--- src/verilog/fep_pkg.sv ---
// constants, register map and types of the flash error and protection block
package fep_pkg;
   // -----------------------------------------------------------------
   // register addresses (16-bit registers, even byte addresses)
   // -----------------------------------------------------------------
   localparam logic [23:0] FEP_ADDR_FAULT   = 24'h080014;
   localparam logic [23:0] FEP_ADDR_WGUARD  = 24'h08dfb0;
   localparam logic [23:0] FEP_ADDR_AGUARD  = 24'h08dfb8;
   localparam logic [23:0] FEP_ADDR_DISABLE = 24'h08dfbc;
   localparam logic [23:0] FEP_ADDR_REENAB  = 24'h08dfbe;
   localparam logic [23:0] FEP_ADDR_TEMPUG  = 24'h08dfc0;

   // -----------------------------------------------------------------
   // fault flag positions
   // -----------------------------------------------------------------
   localparam int FEP_BIT_WRITE_ERR = 0;
   localparam int FEP_BIT_ERASE     = 1;
   localparam int FEP_BIT_PROGRAM   = 2;
   localparam int FEP_BIT_ONE_OVER  = 3;
   localparam int FEP_BIT_SETUP     = 6;
   localparam int FEP_BIT_RESUME    = 7;
   localparam int FEP_BIT_GUARD_HIT = 8;
   localparam logic [15:0] FEP_FAULT_MASK = 16'h01cf;
   localparam logic [15:0] FEP_FAULT_RESET = 16'h0000;

   // -----------------------------------------------------------------
   // protection fields
   // -----------------------------------------------------------------
   localparam int FEP_BIT_ACCESS = 0;
   localparam int FEP_BIT_DEBUG  = 1;
   localparam int FEP_SECTORS    = 10;
   localparam int FEP_PAIRS      = 16;
   localparam logic [15:0] FEP_AGUARD_RESET = 16'hacff;
   localparam logic [15:0] FEP_PAIR_RESET   = 16'hffff;
   localparam logic [15:0] FEP_WGUARD_RESET = 16'hffff;
   localparam logic [15:0] FEP_WGUARD_MASK  = 16'h03ff;
   localparam logic [15:0] FEP_AGUARD_MASK  = 16'h0003;

   // -----------------------------------------------------------------
   // fuse register index on the non-volatile cell port
   // -----------------------------------------------------------------
   localparam logic [1:0] FEP_IDX_WGUARD  = 2'h0;
   localparam logic [1:0] FEP_IDX_AGUARD  = 2'h1;
   localparam logic [1:0] FEP_IDX_DISABLE = 2'h2;
   localparam logic [1:0] FEP_IDX_REENAB  = 2'h3;
   localparam logic [1:0] FEP_IDX_LAST    = 2'h3;

   typedef enum logic [1:0] {
      FEP_LD_REQ  = 2'b00,
      FEP_LD_WAIT = 2'b01,
      FEP_LD_DONE = 2'b11
   } fep_load_e;
endpackage
--- src/verilog/fep_flash_guard.sv ---
// flash fault flags and protection logic of the embedded flash controller
//
// Contract
// - fault flags only change when bank busy is low; valid when lock low; a zero write still clears flags while busy is high
// - write failure or bad write setup sets bit 0, held until cleared
// - cell erase failure sets bit 1, held until cleared
// - cell program failure sets bit 2, held until cleared
// - programming zero back to one sets bit 3, not for fuse programming
// - invalid setup performs no write and sets bit 6
// - bad resume aborts suspended operation and sets bit 7
// - guarded sector hit sets bit 8; unguarded sectors still erased
// - fuses read once at reset into four volatile copies used for checks
// - until fuses are read every protection is active
// - fuse programming refused while code is fetched from flash
// - fuses program once only: bits can only go from one to zero; programming a sector guard one lifts the copy
// - sector guard bit zero blocks write and erase of that sector
// - access guard zero blocks data access unless fetching from flash
// - debug guard one permits test bypass; zero disables all debug
// - disable x zero with re-enable x one ignores the access guard
// - re-enable x zero with disable x+1 one applies the guard again
// - disable 0 programmable only after debug and access guards are zero
// - disable x programmable only after re-enable x-1 is zero
// - re-enable x programmable only after disable x is zero
// - access protection needs access guard zero and temp unguard zero
`timescale 1ns/1ps
module fep_flash_guard
   import fep_pkg::*;
(
   input  wire logic                   MCLK,
   input  wire logic                   RESET_N,
   input  wire logic [23:0]            REG_ADDR,
   input  wire logic                   REG_WR,
   input  wire logic                   REG_RD,
   input  wire logic [15:0]            REG_WDATA,
   output logic [15:0]                 REG_RDATA,
   output logic                        REG_RVALID,
   input  wire logic                   FETCH_FROM_FLASH,
   input  wire logic                   BANK0_BUSY,
   input  wire logic                   EV_WRITE_FAIL,
   input  wire logic                   EV_ERASE_FAIL,
   input  wire logic                   EV_PROGRAM_FAIL,
   input  wire logic                   EV_ONE_OVER_ZERO,
   input  wire logic                   EV_FUSE_PROGRAM,
   input  wire logic                   EV_SETUP_BAD,
   input  wire logic                   EV_RESUME_BAD,
   input  wire logic                   OP_REQ,
   input  wire logic [FEP_SECTORS-1:0] OP_SECTORS,
   output logic [FEP_SECTORS-1:0]      OP_GRANT,
   output logic                        OP_ABORT,
   input  wire logic                   SETPROT_REQ,
   input  wire logic [1:0]             SETPROT_IDX,
   input  wire logic [15:0]            SETPROT_DATA,
   output logic                        SETPROT_DONE,
   output logic                        SETPROT_REFUSED,
   output logic                        NV_WR_REQ,
   output logic [1:0]                  NV_WR_IDX,
   output logic [15:0]                 NV_WR_DATA,
   output logic                        NV_RD_REQ,
   output logic [1:0]                  NV_RD_IDX,
   input  wire logic [15:0]            NV_RD_DATA,
   input  wire logic                   NV_RD_ACK,
   output logic                        FUSES_LOADED,
   output logic [FEP_SECTORS-1:0]      SECTOR_BLOCKED,
   output logic                        ACCESS_PROTECTED,
   input  wire logic                   DATA_ACC_REQ,
   output logic                        DATA_ACC_BLOCK,
   output logic                        DEBUG_ENABLE
);
   import fep_pkg::*;

   // -----------------------------------------------------------------
   // fuse loader
   // -----------------------------------------------------------------
   logic        ld_valid;
   logic [1:0]  ld_idx;
   logic [15:0] ld_data;
   logic        ld_done;
   logic        ld_rd_req;
   logic [1:0]  ld_rd_idx;

   fep_fuse_loader u_loader (
      .clk        (MCLK),
      .reset_n    (RESET_N),
      .rd_req     (ld_rd_req),
      .rd_idx     (ld_rd_idx),
      .rd_data    (NV_RD_DATA),
      .rd_ack     (NV_RD_ACK),
      .word_valid (ld_valid),
      .word_idx   (ld_idx),
      .word_data  (ld_data),
      .done       (ld_done)
   );

   // -----------------------------------------------------------------
   // volatile protection copies
   // -----------------------------------------------------------------
   logic [FEP_SECTORS-1:0] wguard;
   logic [1:0]             aguard;
   logic [FEP_PAIRS-1:0]   dis;
   logic [FEP_PAIRS-1:0]   ren;
   logic                   loaded;
   logic                   temp_unguard;
   logic [FEP_SECTORS-1:0] next_wguard;
   logic [1:0]             next_aguard;
   logic [FEP_PAIRS-1:0]   next_dis;
   logic [FEP_PAIRS-1:0]   next_ren;
   logic                   next_loaded;
   logic                   next_temp_unguard;

   // which fuse bits may legally be driven to zero right now
   logic [FEP_PAIRS-1:0]   dis_allowed;
   logic [FEP_PAIRS-1:0]   ren_allowed;
   logic [FEP_PAIRS-1:0]   pair_off;
   logic                   guard_ignored;

   genvar gi;
   generate
      for (gi = 0; gi < FEP_PAIRS; gi = gi + 1) begin : g_pair
         if (gi == 0) begin : g_first
            assign dis_allowed[gi] = ~aguard[FEP_BIT_DEBUG]
                                   & ~aguard[FEP_BIT_ACCESS];
         end else begin : g_rest
            assign dis_allowed[gi] = ~ren[gi-1];
         end
         assign ren_allowed[gi] = ~dis[gi];
         // chain: each disable/re-enable pair toggles the guard once
         assign pair_off[gi] = ~dis[gi] & ren[gi];
      end
   endgenerate

   assign guard_ignored = |pair_off;

   // -----------------------------------------------------------------
   // fuse programming
   // -----------------------------------------------------------------
   logic        prot_ok;
   logic [15:0] prot_old;
   logic [15:0] prot_new;
   logic        next_setprot_done;
   logic        next_setprot_refused;
   logic        next_nv_wr_req;
   logic [1:0]  next_nv_wr_idx;
   logic [15:0] next_nv_wr_data;

   always_comb begin
      prot_old = FEP_PAIR_RESET;
      prot_new = FEP_PAIR_RESET;
      unique case (SETPROT_IDX)
         FEP_IDX_WGUARD: begin
            prot_old = {6'h00, wguard};
            prot_new = SETPROT_DATA & FEP_WGUARD_MASK;
         end
         FEP_IDX_AGUARD: begin
            prot_old = {14'h0000, aguard};
            // one-time cells: only ones may be cleared
            prot_new = prot_old & SETPROT_DATA
                     & FEP_AGUARD_MASK;
         end
         FEP_IDX_DISABLE: begin
            prot_old = dis;
            prot_new = dis & (SETPROT_DATA | ~dis_allowed);
         end
         FEP_IDX_REENAB: begin
            prot_old = ren;
            prot_new = ren & (SETPROT_DATA | ~ren_allowed);
         end
      endcase
      prot_ok = SETPROT_REQ & loaded & ~FETCH_FROM_FLASH;
      next_setprot_done    = prot_ok;
      next_setprot_refused = SETPROT_REQ & ~prot_ok;
      next_nv_wr_req       = prot_ok;
      next_nv_wr_idx       = SETPROT_IDX;
      // sector cells keep earlier zeros; a one only lifts the copy
      next_nv_wr_data      = (SETPROT_IDX == FEP_IDX_WGUARD)
                           ? (prot_new & prot_old) : prot_new;
   end

   always_comb begin
      next_wguard       = wguard;
      next_aguard       = aguard;
      next_dis          = dis;
      next_ren          = ren;
      next_loaded       = loaded | ld_done;
      next_temp_unguard = temp_unguard;
      if (ld_valid) begin
         unique case (ld_idx)
            FEP_IDX_WGUARD:  next_wguard = ld_data[FEP_SECTORS-1:0];
            FEP_IDX_AGUARD:  next_aguard = ld_data[1:0];
            FEP_IDX_DISABLE: next_dis = ld_data;
            FEP_IDX_REENAB:  next_ren = ld_data;
         endcase
      end
      if (prot_ok) begin
         unique case (SETPROT_IDX)
            FEP_IDX_WGUARD:  next_wguard = prot_new[FEP_SECTORS-1:0];
            FEP_IDX_AGUARD:  next_aguard = prot_new[1:0];
            FEP_IDX_DISABLE: next_dis = prot_new;
            FEP_IDX_REENAB:  next_ren = prot_new;
         endcase
      end
      // setting the bit is only possible from flash code
      if (REG_WR && REG_ADDR == FEP_ADDR_TEMPUG) begin
         if (!REG_WDATA[0] || FETCH_FROM_FLASH) begin
            next_temp_unguard = REG_WDATA[0];
         end
      end
   end

   // -----------------------------------------------------------------
   // effective protection
   // -----------------------------------------------------------------
   logic                   acc_prot;
   logic [FEP_SECTORS-1:0] blocked;
   logic [FEP_SECTORS-1:0] next_op_grant;
   logic                   next_op_abort;
   logic                   next_data_block;
   logic                   next_debug;

   always_comb begin
      // before the copies exist everything counts as protected
      blocked  = loaded ? ~wguard : {FEP_SECTORS{1'b1}};
      acc_prot = ~loaded
               | (~aguard[FEP_BIT_ACCESS] & ~temp_unguard
                  & ~guard_ignored);
      next_data_block = DATA_ACC_REQ & acc_prot & ~FETCH_FROM_FLASH;
      next_debug      = loaded & aguard[FEP_BIT_DEBUG];
      next_op_grant   = OP_REQ ? (OP_SECTORS & ~blocked)
                               : {FEP_SECTORS{1'b0}};
      next_op_abort   = EV_SETUP_BAD | EV_RESUME_BAD;
   end

   // -----------------------------------------------------------------
   // fault flags
   // -----------------------------------------------------------------
   logic [15:0] fault;
   logic [15:0] pending;
   logic [15:0] events;
   logic [15:0] clr;
   logic [15:0] next_fault;
   logic [15:0] next_pending;

   always_comb begin
      events = 16'h0000;
      events[FEP_BIT_WRITE_ERR] = EV_WRITE_FAIL | EV_SETUP_BAD;
      events[FEP_BIT_ERASE]     = EV_ERASE_FAIL;
      events[FEP_BIT_PROGRAM]   = EV_PROGRAM_FAIL;
      events[FEP_BIT_ONE_OVER]  = EV_ONE_OVER_ZERO
                                & ~EV_FUSE_PROGRAM;
      events[FEP_BIT_SETUP]     = EV_SETUP_BAD;
      events[FEP_BIT_RESUME]    = EV_RESUME_BAD;
      events[FEP_BIT_GUARD_HIT] = OP_REQ
                                & (|(OP_SECTORS & blocked));
      // writing zero to a flag clears it
      clr = 16'h0000;
      if (REG_WR && REG_ADDR == FEP_ADDR_FAULT) begin
         clr = ~REG_WDATA & FEP_FAULT_MASK;
      end
      // events wait while busy, so software never sees a half result
      if (BANK0_BUSY) begin
         next_pending = pending | events;
         next_fault   = fault & ~clr;
      end else begin
         next_pending = 16'h0000;
         next_fault   = (fault & ~clr) | pending | events;
      end
   end

   // -----------------------------------------------------------------
   // register read port
   // -----------------------------------------------------------------
   logic [15:0] next_rdata;

   always_comb begin
      next_rdata = 16'h0000;
      unique case (REG_ADDR)
         FEP_ADDR_FAULT:   next_rdata = fault & FEP_FAULT_MASK;
         FEP_ADDR_WGUARD:  next_rdata = {6'h00, wguard};
         FEP_ADDR_AGUARD:  next_rdata = {14'h0000, aguard};
         FEP_ADDR_DISABLE: next_rdata = dis;
         FEP_ADDR_REENAB:  next_rdata = ren;
         FEP_ADDR_TEMPUG:  next_rdata = {15'h0000, temp_unguard};
         default:          next_rdata = 16'h0000;
      endcase
   end

   // -----------------------------------------------------------------
   // registers
   // -----------------------------------------------------------------
   always_ff @(posedge MCLK) begin
      if (!RESET_N) begin
         wguard           <= FEP_WGUARD_RESET[FEP_SECTORS-1:0];
         aguard           <= FEP_AGUARD_RESET[1:0];
         dis              <= FEP_PAIR_RESET;
         ren              <= FEP_PAIR_RESET;
         loaded           <= 1'b0;
         temp_unguard     <= 1'b0;
         fault            <= FEP_FAULT_RESET;
         pending          <= FEP_FAULT_RESET;
         REG_RDATA        <= 16'h0000;
         REG_RVALID       <= 1'b0;
         OP_GRANT         <= {FEP_SECTORS{1'b0}};
         OP_ABORT         <= 1'b0;
         SETPROT_DONE     <= 1'b0;
         SETPROT_REFUSED  <= 1'b0;
         NV_WR_REQ        <= 1'b0;
         NV_WR_IDX        <= 2'h0;
         NV_WR_DATA       <= 16'h0000;
         FUSES_LOADED     <= 1'b0;
         SECTOR_BLOCKED   <= {FEP_SECTORS{1'b1}};
         ACCESS_PROTECTED <= 1'b1;
         DATA_ACC_BLOCK   <= 1'b0;
         DEBUG_ENABLE     <= 1'b0;
      end else begin
         wguard           <= next_wguard;
         aguard           <= next_aguard;
         dis              <= next_dis;
         ren              <= next_ren;
         loaded           <= next_loaded;
         temp_unguard     <= next_temp_unguard;
         fault            <= next_fault;
         pending          <= next_pending;
         REG_RDATA        <= next_rdata;
         REG_RVALID       <= REG_RD;
         OP_GRANT         <= next_op_grant;
         OP_ABORT         <= next_op_abort;
         SETPROT_DONE     <= next_setprot_done;
         SETPROT_REFUSED  <= next_setprot_refused;
         NV_WR_REQ        <= next_nv_wr_req;
         NV_WR_IDX        <= next_nv_wr_idx;
         NV_WR_DATA       <= next_nv_wr_data;
         FUSES_LOADED     <= loaded;
         SECTOR_BLOCKED   <= blocked;
         ACCESS_PROTECTED <= acc_prot;
         DATA_ACC_BLOCK   <= next_data_block;
         DEBUG_ENABLE     <= next_debug;
      end
   end

   // loader read strobe is itself a flip-flop inside the loader
   assign NV_RD_REQ = ld_rd_req;
   assign NV_RD_IDX = ld_rd_idx;
endmodule

--- src/verilog/fep_fuse_loader.sv ---
// reads the four non-volatile protection registers once after reset
`timescale 1ns/1ps
module fep_fuse_loader
   import fep_pkg::*;
(
   input  wire logic        clk,
   input  wire logic        reset_n,
   output logic             rd_req,
   output logic [1:0]       rd_idx,
   input  wire logic [15:0] rd_data,
   input  wire logic        rd_ack,
   output logic             word_valid,
   output logic [1:0]       word_idx,
   output logic [15:0]      word_data,
   output logic             done
);
   import fep_pkg::*;

   fep_load_e   state;
   fep_load_e   next_state;
   logic [1:0]  next_rd_idx;
   logic        next_rd_req;
   logic        next_word_valid;
   logic [15:0] next_word_data;

   always_comb begin
      next_state      = state;
      next_rd_idx     = rd_idx;
      next_rd_req     = 1'b0;
      next_word_valid = 1'b0;
      next_word_data  = word_data;
      unique case (state)
         FEP_LD_REQ: begin
            next_rd_req = 1'b1;
            next_state  = FEP_LD_WAIT;
         end
         FEP_LD_WAIT: begin
            next_rd_req = ~rd_ack;
            if (rd_ack) begin
               next_word_valid = 1'b1;
               next_word_data  = rd_data;
               if (rd_idx == FEP_IDX_LAST) begin
                  next_state = FEP_LD_DONE;
               end else begin
                  next_rd_idx = rd_idx + 2'h1;
                  next_state  = FEP_LD_REQ;
               end
            end
         end
         FEP_LD_DONE: begin
            next_state = FEP_LD_DONE;
         end
         default: begin
            next_state = FEP_LD_DONE;
         end
      endcase
   end

   // one read per register, never repeated until the next reset
   always_ff @(posedge clk) begin
      if (!reset_n) begin
         state      <= FEP_LD_REQ;
         rd_idx     <= FEP_IDX_WGUARD;
         rd_req     <= 1'b0;
         word_valid <= 1'b0;
         word_data  <= 16'h0000;
      end else begin
         state      <= next_state;
         rd_idx     <= next_rd_idx;
         rd_req     <= next_rd_req;
         word_valid <= next_word_valid;
         word_data  <= next_word_data;
      end
   end

   // read index steps on with the ack, except after the last word
   assign word_idx = done ? rd_idx : rd_idx - 2'h1;
   assign done     = (state == FEP_LD_DONE);
endmodule

--- config.mk ---
export PLATFORM = sky130hd
export DESIGN_NAME = fep_flash_guard
export DESIGN_NICKNAME = d
export VERILOG_FILES = /design/src/verilog/fep_pkg.sv /design/src/verilog/fep_flash_guard.sv /design/src/verilog/fep_fuse_loader.sv
export SDC_FILE = /design/constraint.sdc
export NUM_CORES = 1
export LEC_CHECK = 0
export BUFFER_PORTS_ARGS = -buffer_cell sky130_fd_sc_hd__buf_2
export CAP_MARGIN = 15
export CELL_PAD_IN_SITES_DETAIL_PLACEMENT = 0
export CELL_PAD_IN_SITES_GLOBAL_PLACEMENT = 2
export CORE_MARGIN = 1
export CORE_UTILIZATION = 31
export CTS_CLUSTER_DIAMETER = 200
export DETAILED_ROUTE_END_ITERATION = 8
export GPL_TIMING_DRIVEN = 0
export HOLD_SLACK_MARGIN = 0.05
export MAX_ROUTING_LAYER = met4
export PLACE_DENSITY_LB_ADDON = 0.3
export SLEW_MARGIN = 20
export SYNTH_ARGS = -nofsm -noshare
export SYNTH_HDL_FRONTEND = slang
export SYNTH_SLANG_ARGS = --single-unit
--- constraint.sdc ---
create_clock -name MCLK -period 1.95 [get_ports MCLK]
set_input_delay 0.0975 -clock MCLK [delete_from_list [all_inputs] [get_ports MCLK]]
set_output_delay 0.0975 -clock MCLK [all_outputs]
set_load 0.02 [all_outputs]
==> key figures <==
Synthesis
  • Seq/Total Area, Yosys: 0.462
  • Synthesized instance count: 692
  • Syn. warnings: 0
  • Post-synth top area cell: dfxtp_1
  • Syn nets: 794
  • Post-synth EDFFs: 0
  • Mapped cell area: 6240 um2
  • Dominant cells by area after synthesis: dfxtp_1 46%, mux2i_1 8.7%, nand2_1 4.1%
  • FFs w/ async S/R, synth: 0
  • Post-Syn Area per Cell: 9.01 um2
  • Area share of the largest cell type after synthesis: 0.462
  • Ys flop type: dfxtp_1
  • Synthesized flop and latch total: 144
  • Synth cell types: 59

Timing
  • Maximum clock rate: 542 MHz
  • Minimum clock period: 1.84 ns
  • Pins over their slew limit: 0
  • Final clock skew: 0.00711 ns
  • Fin crit share: 0.945
  • Slew margin rel.: 0.415
  • RSZ-0062 raised after global routing: false
  • Final setup TNS: 0 ns
  • Slew @ Worst Pin: 0.874 ns
  • Final hold viol count: 0
  • Setup violations, final: 0

Setup path
  • Crit path max-delay family: simple AND/OR/NAND/NOR gates
  • Critical Path Max Stage Delay: 0.56 ns
  • Cells along the critical path: buf_2 > nor4_4 > nand3b_4 > or4_1 > clkbuf_4 > o211ai_2 > o21ai_1 > dlygate4sd3_1
  • Worst path depth: 8
  • Worst EP required: 2.27 ns
  • Crit-path max FO: 6
  • Endpoint type of the worst setup path: flip-flop
  • R2r worst-path depth: 6
  • Arrival time at the worst endpoint: 2.16 ns
  • Critical path class: input port to flip-flop
  • WP buf/inv: 3
  • Reg-to-reg setup timing slack: 0.14 ns
  • Crit path max-delay cell type: dlygate4sd3_1
  • Critical path startpoint category: input port

Cells and area
  • Multi-input combinational cell area: 3130 um2
  • Share of cells above drive strength 1: 0.251
  • Ant diodes: 0
  • # fillers: 1,981
  • Nets@finish: 1,038
  • Storage element area: 2880 um2
  • Layout area overhead: 38.9%

Min path
  • Hold Path Class: input port to flip-flop
  • WHS Path Cells: 3

GRT
  • Initial antenna violation count: 0
  • Number of global-route vias before repair: 6,160
  • GRT overflow: 0
  • Largest net degree at the start of global routing: 17
  • GRT Resource Usage Total: 0.235
  • First-pass GRT wire length: 34.7 mm

Run status
  • Status: finished, final reports clean

Floorplanning
  • Total die area: 20,700 um2
  • Io pins: 167
  • Starting Density: 0.318
  • Cell Rows: 51
  • Core Area: 19,600 um2
  • Die width: 144 um
  • Die span in y: 144 um

Pwr
  • LEAKAGE: 0.00403 uW
  • Tot Pwr: 6970 uW
  • Pwr per Cell Area: 805 nW/um2
  • Peak supply drop: 596 uV

Detailed routing
  • 1st-pass router iterations: 5
  • DRC viols: 0
  • Post-DRT Antenna Nets: 0
  • Initial DRC count: 411
  • Routed vias: 6,353
  • Vias per cell: 5.23
  • Routed len/inst: 19.0 um
  • WL final: 23.0 mm

Place
  • DP HPWL: 16.5 mm
  • Final RePlAce weighted congestion: 0.860
  • Buffers on Ports: 153

Flow run
  • Max Cap Viol: 0

Clock tree
  • H-Tree Depth: 4
  • CTS tree: done
  • Clock latency on the worst-skew pair: 0.43 ns
  • Max Root-Sink Buffers: 2
  • CTS Root Buffer Type: clkbuf_16
  • Clock-pin slew on the worst setup and hold paths: 0.06 ns
  • Inserted Clock Buffers: 17
  • Num Clock Sinks: 144
-- synth_stat cells (4+ instances only) --
master    count
clkbuf_1     19
dfxtp_1     144
nand2b_1     14
nand3_1      13
nor2b_1       6
a21boi_0      4
nor4_1        6
a31oi_1       4
buf_2        12
o21ai_0      26
o22ai_1      16
buf_1         6
inv_1        25
nand2_1      68
nor3_1       25
nand4_1       9
a22oi_1      30
a21oi_1      43
a32oi_1       6
a222oi_1      7
o211ai_2      6
mux2_2        4
o211ai_1      7
mux2i_1      54
o21ai_1       7
nor2_1       51
a211o_1       9
and3_1       16
and2_1        6
-- cells in the final DEF, fill, tap and decap left out, types with 25 or more instances in the layout --
master         instances
a21oi_1               43
a22oi_1               30
buf_2                164
dfxtp_1              143
dlygate4sd3_1         62
inv_1                 25
mux2i_1               54
nand2_1               67
nor2_1                51
o21ai_0               25
-- report_power, final --
| group | switching, uW | internal, uW | leakage [uW] |
|---|---|---|---|
| logic | 433 | 346 | 0.00259 |
| clock network | 1300 | 1760 | 0.000264 |
| registers | 86.5 | 3040 | 0.00118 |
-- stage by stage --
step                      std cells  hold slack [ns]  cell area (um2)  worst slack (ns)  utilization
after detailed placement       1110            0.315             7330            -0.233        0.374
final                          1214           0.0803             8660             0.106        0.442
after global placement         1110            0.308             7330            -0.178        0.374
after global routing           1214            0.109             8660           0.00688        0.442
after floorplan                 692            0.174             6240             0.191            -
after CTS                      1203           0.0644             8530           0.00242        0.436
-- worst register-to-register path, cell delays in order, from the launching register on --
cell	delay, ns
dfxtp_1	0.43
and2_1	0.31
nor3_2	0.09
o21ai_4	0.28
buf_6	0.25
mux2i_1	0.22
a22oi_1	0.09
-- per-layer routing --
metal  track usage  share of wire  vias to the layer above
li1              -              -                     3035
met1         0.297           0.46                     3040
met2         0.372           0.47                      244
met3        0.0410          0.057                       34
met4        0.0901          0.022                        0
met5             -              0                        -
-- area by class of cell --
| cell class | instances | share of cell area |
|---|---|---|
| buffer | 39 | 0.0217 |
| clock buffer | 21 | 0.0555 |
| clock inverter | 11 | 0.00953 |
| inverter | 26 | 0.0113 |
| multi-input combinational | 482 | 0.361 |
| sequential | 144 | 0.333 |
| tap | 265 | 0.0383 |
| timing repair buffer | 226 | 0.170 |
-- flip-flops by register name, indices dropped and copies added (netlist names), 2 cells and up --
signal / cells
dis: 16
aguard: 2
u_loader.state: 2
ren: 16
wguard: 10
NV_WR_IDX: 2
NV_WR_DATA: 16
SECTOR_BLOCKED: 10
REG_RDATA: 16
pending: 7
OP_GRANT: 10
u_loader.word_data: 16
fault: 7
u_loader.rd_idx: 2
-- repair_timing --
| action | CTS | global route |
|---|---|---|
| endpoints found under the setup margin | 31 | 28 |
| pin swaps | 0 | 3 |
| hold buffers | 62 | 0 |
| gates cloned | 0 | 0 |
| endpoints found under the hold margin | 63 | 0 |
| gates resized for setup | 5 | 12 |
| setup buffers | 0 | 11 |
-- path summary, 6_finish.rpt --
kind,from,endpoint
max,REG_ADDR[21],fault[6]$_SDFF_PN0_
min,SETPROT_DATA[15],NV_WR_DATA[15]$_SDFF_PN0_
max reg2reg,u_loader.state[1]$_SDFFE_PN0N_,dis[7]$_SDFF_PN1_
min reg2reg,pending[6]$_SDFF_PN0_,pending[6]$_SDFF_PN0_
-- cell families (layout without fill, tap and decap cells) --
kind of cell | after synthesis | in the layout | share of synthesized area
AO/OA/AOI/OAI | 187 | 187 | 0.206
flip-flops | 144 | 144 | 0.462
XOR/XNOR | 1 | 1 | 0.00140
AND/OR/NAND/NOR | 235 | 235 | 0.189
buffers and inverters | 66 | 323 | 0.0451
multiplexers | 58 | 58 | 0.0939
adder cells (fa/ha/maj) | 1 | 1 | 0.00201
No activity file was read; power rests on OpenSTA's default activity.
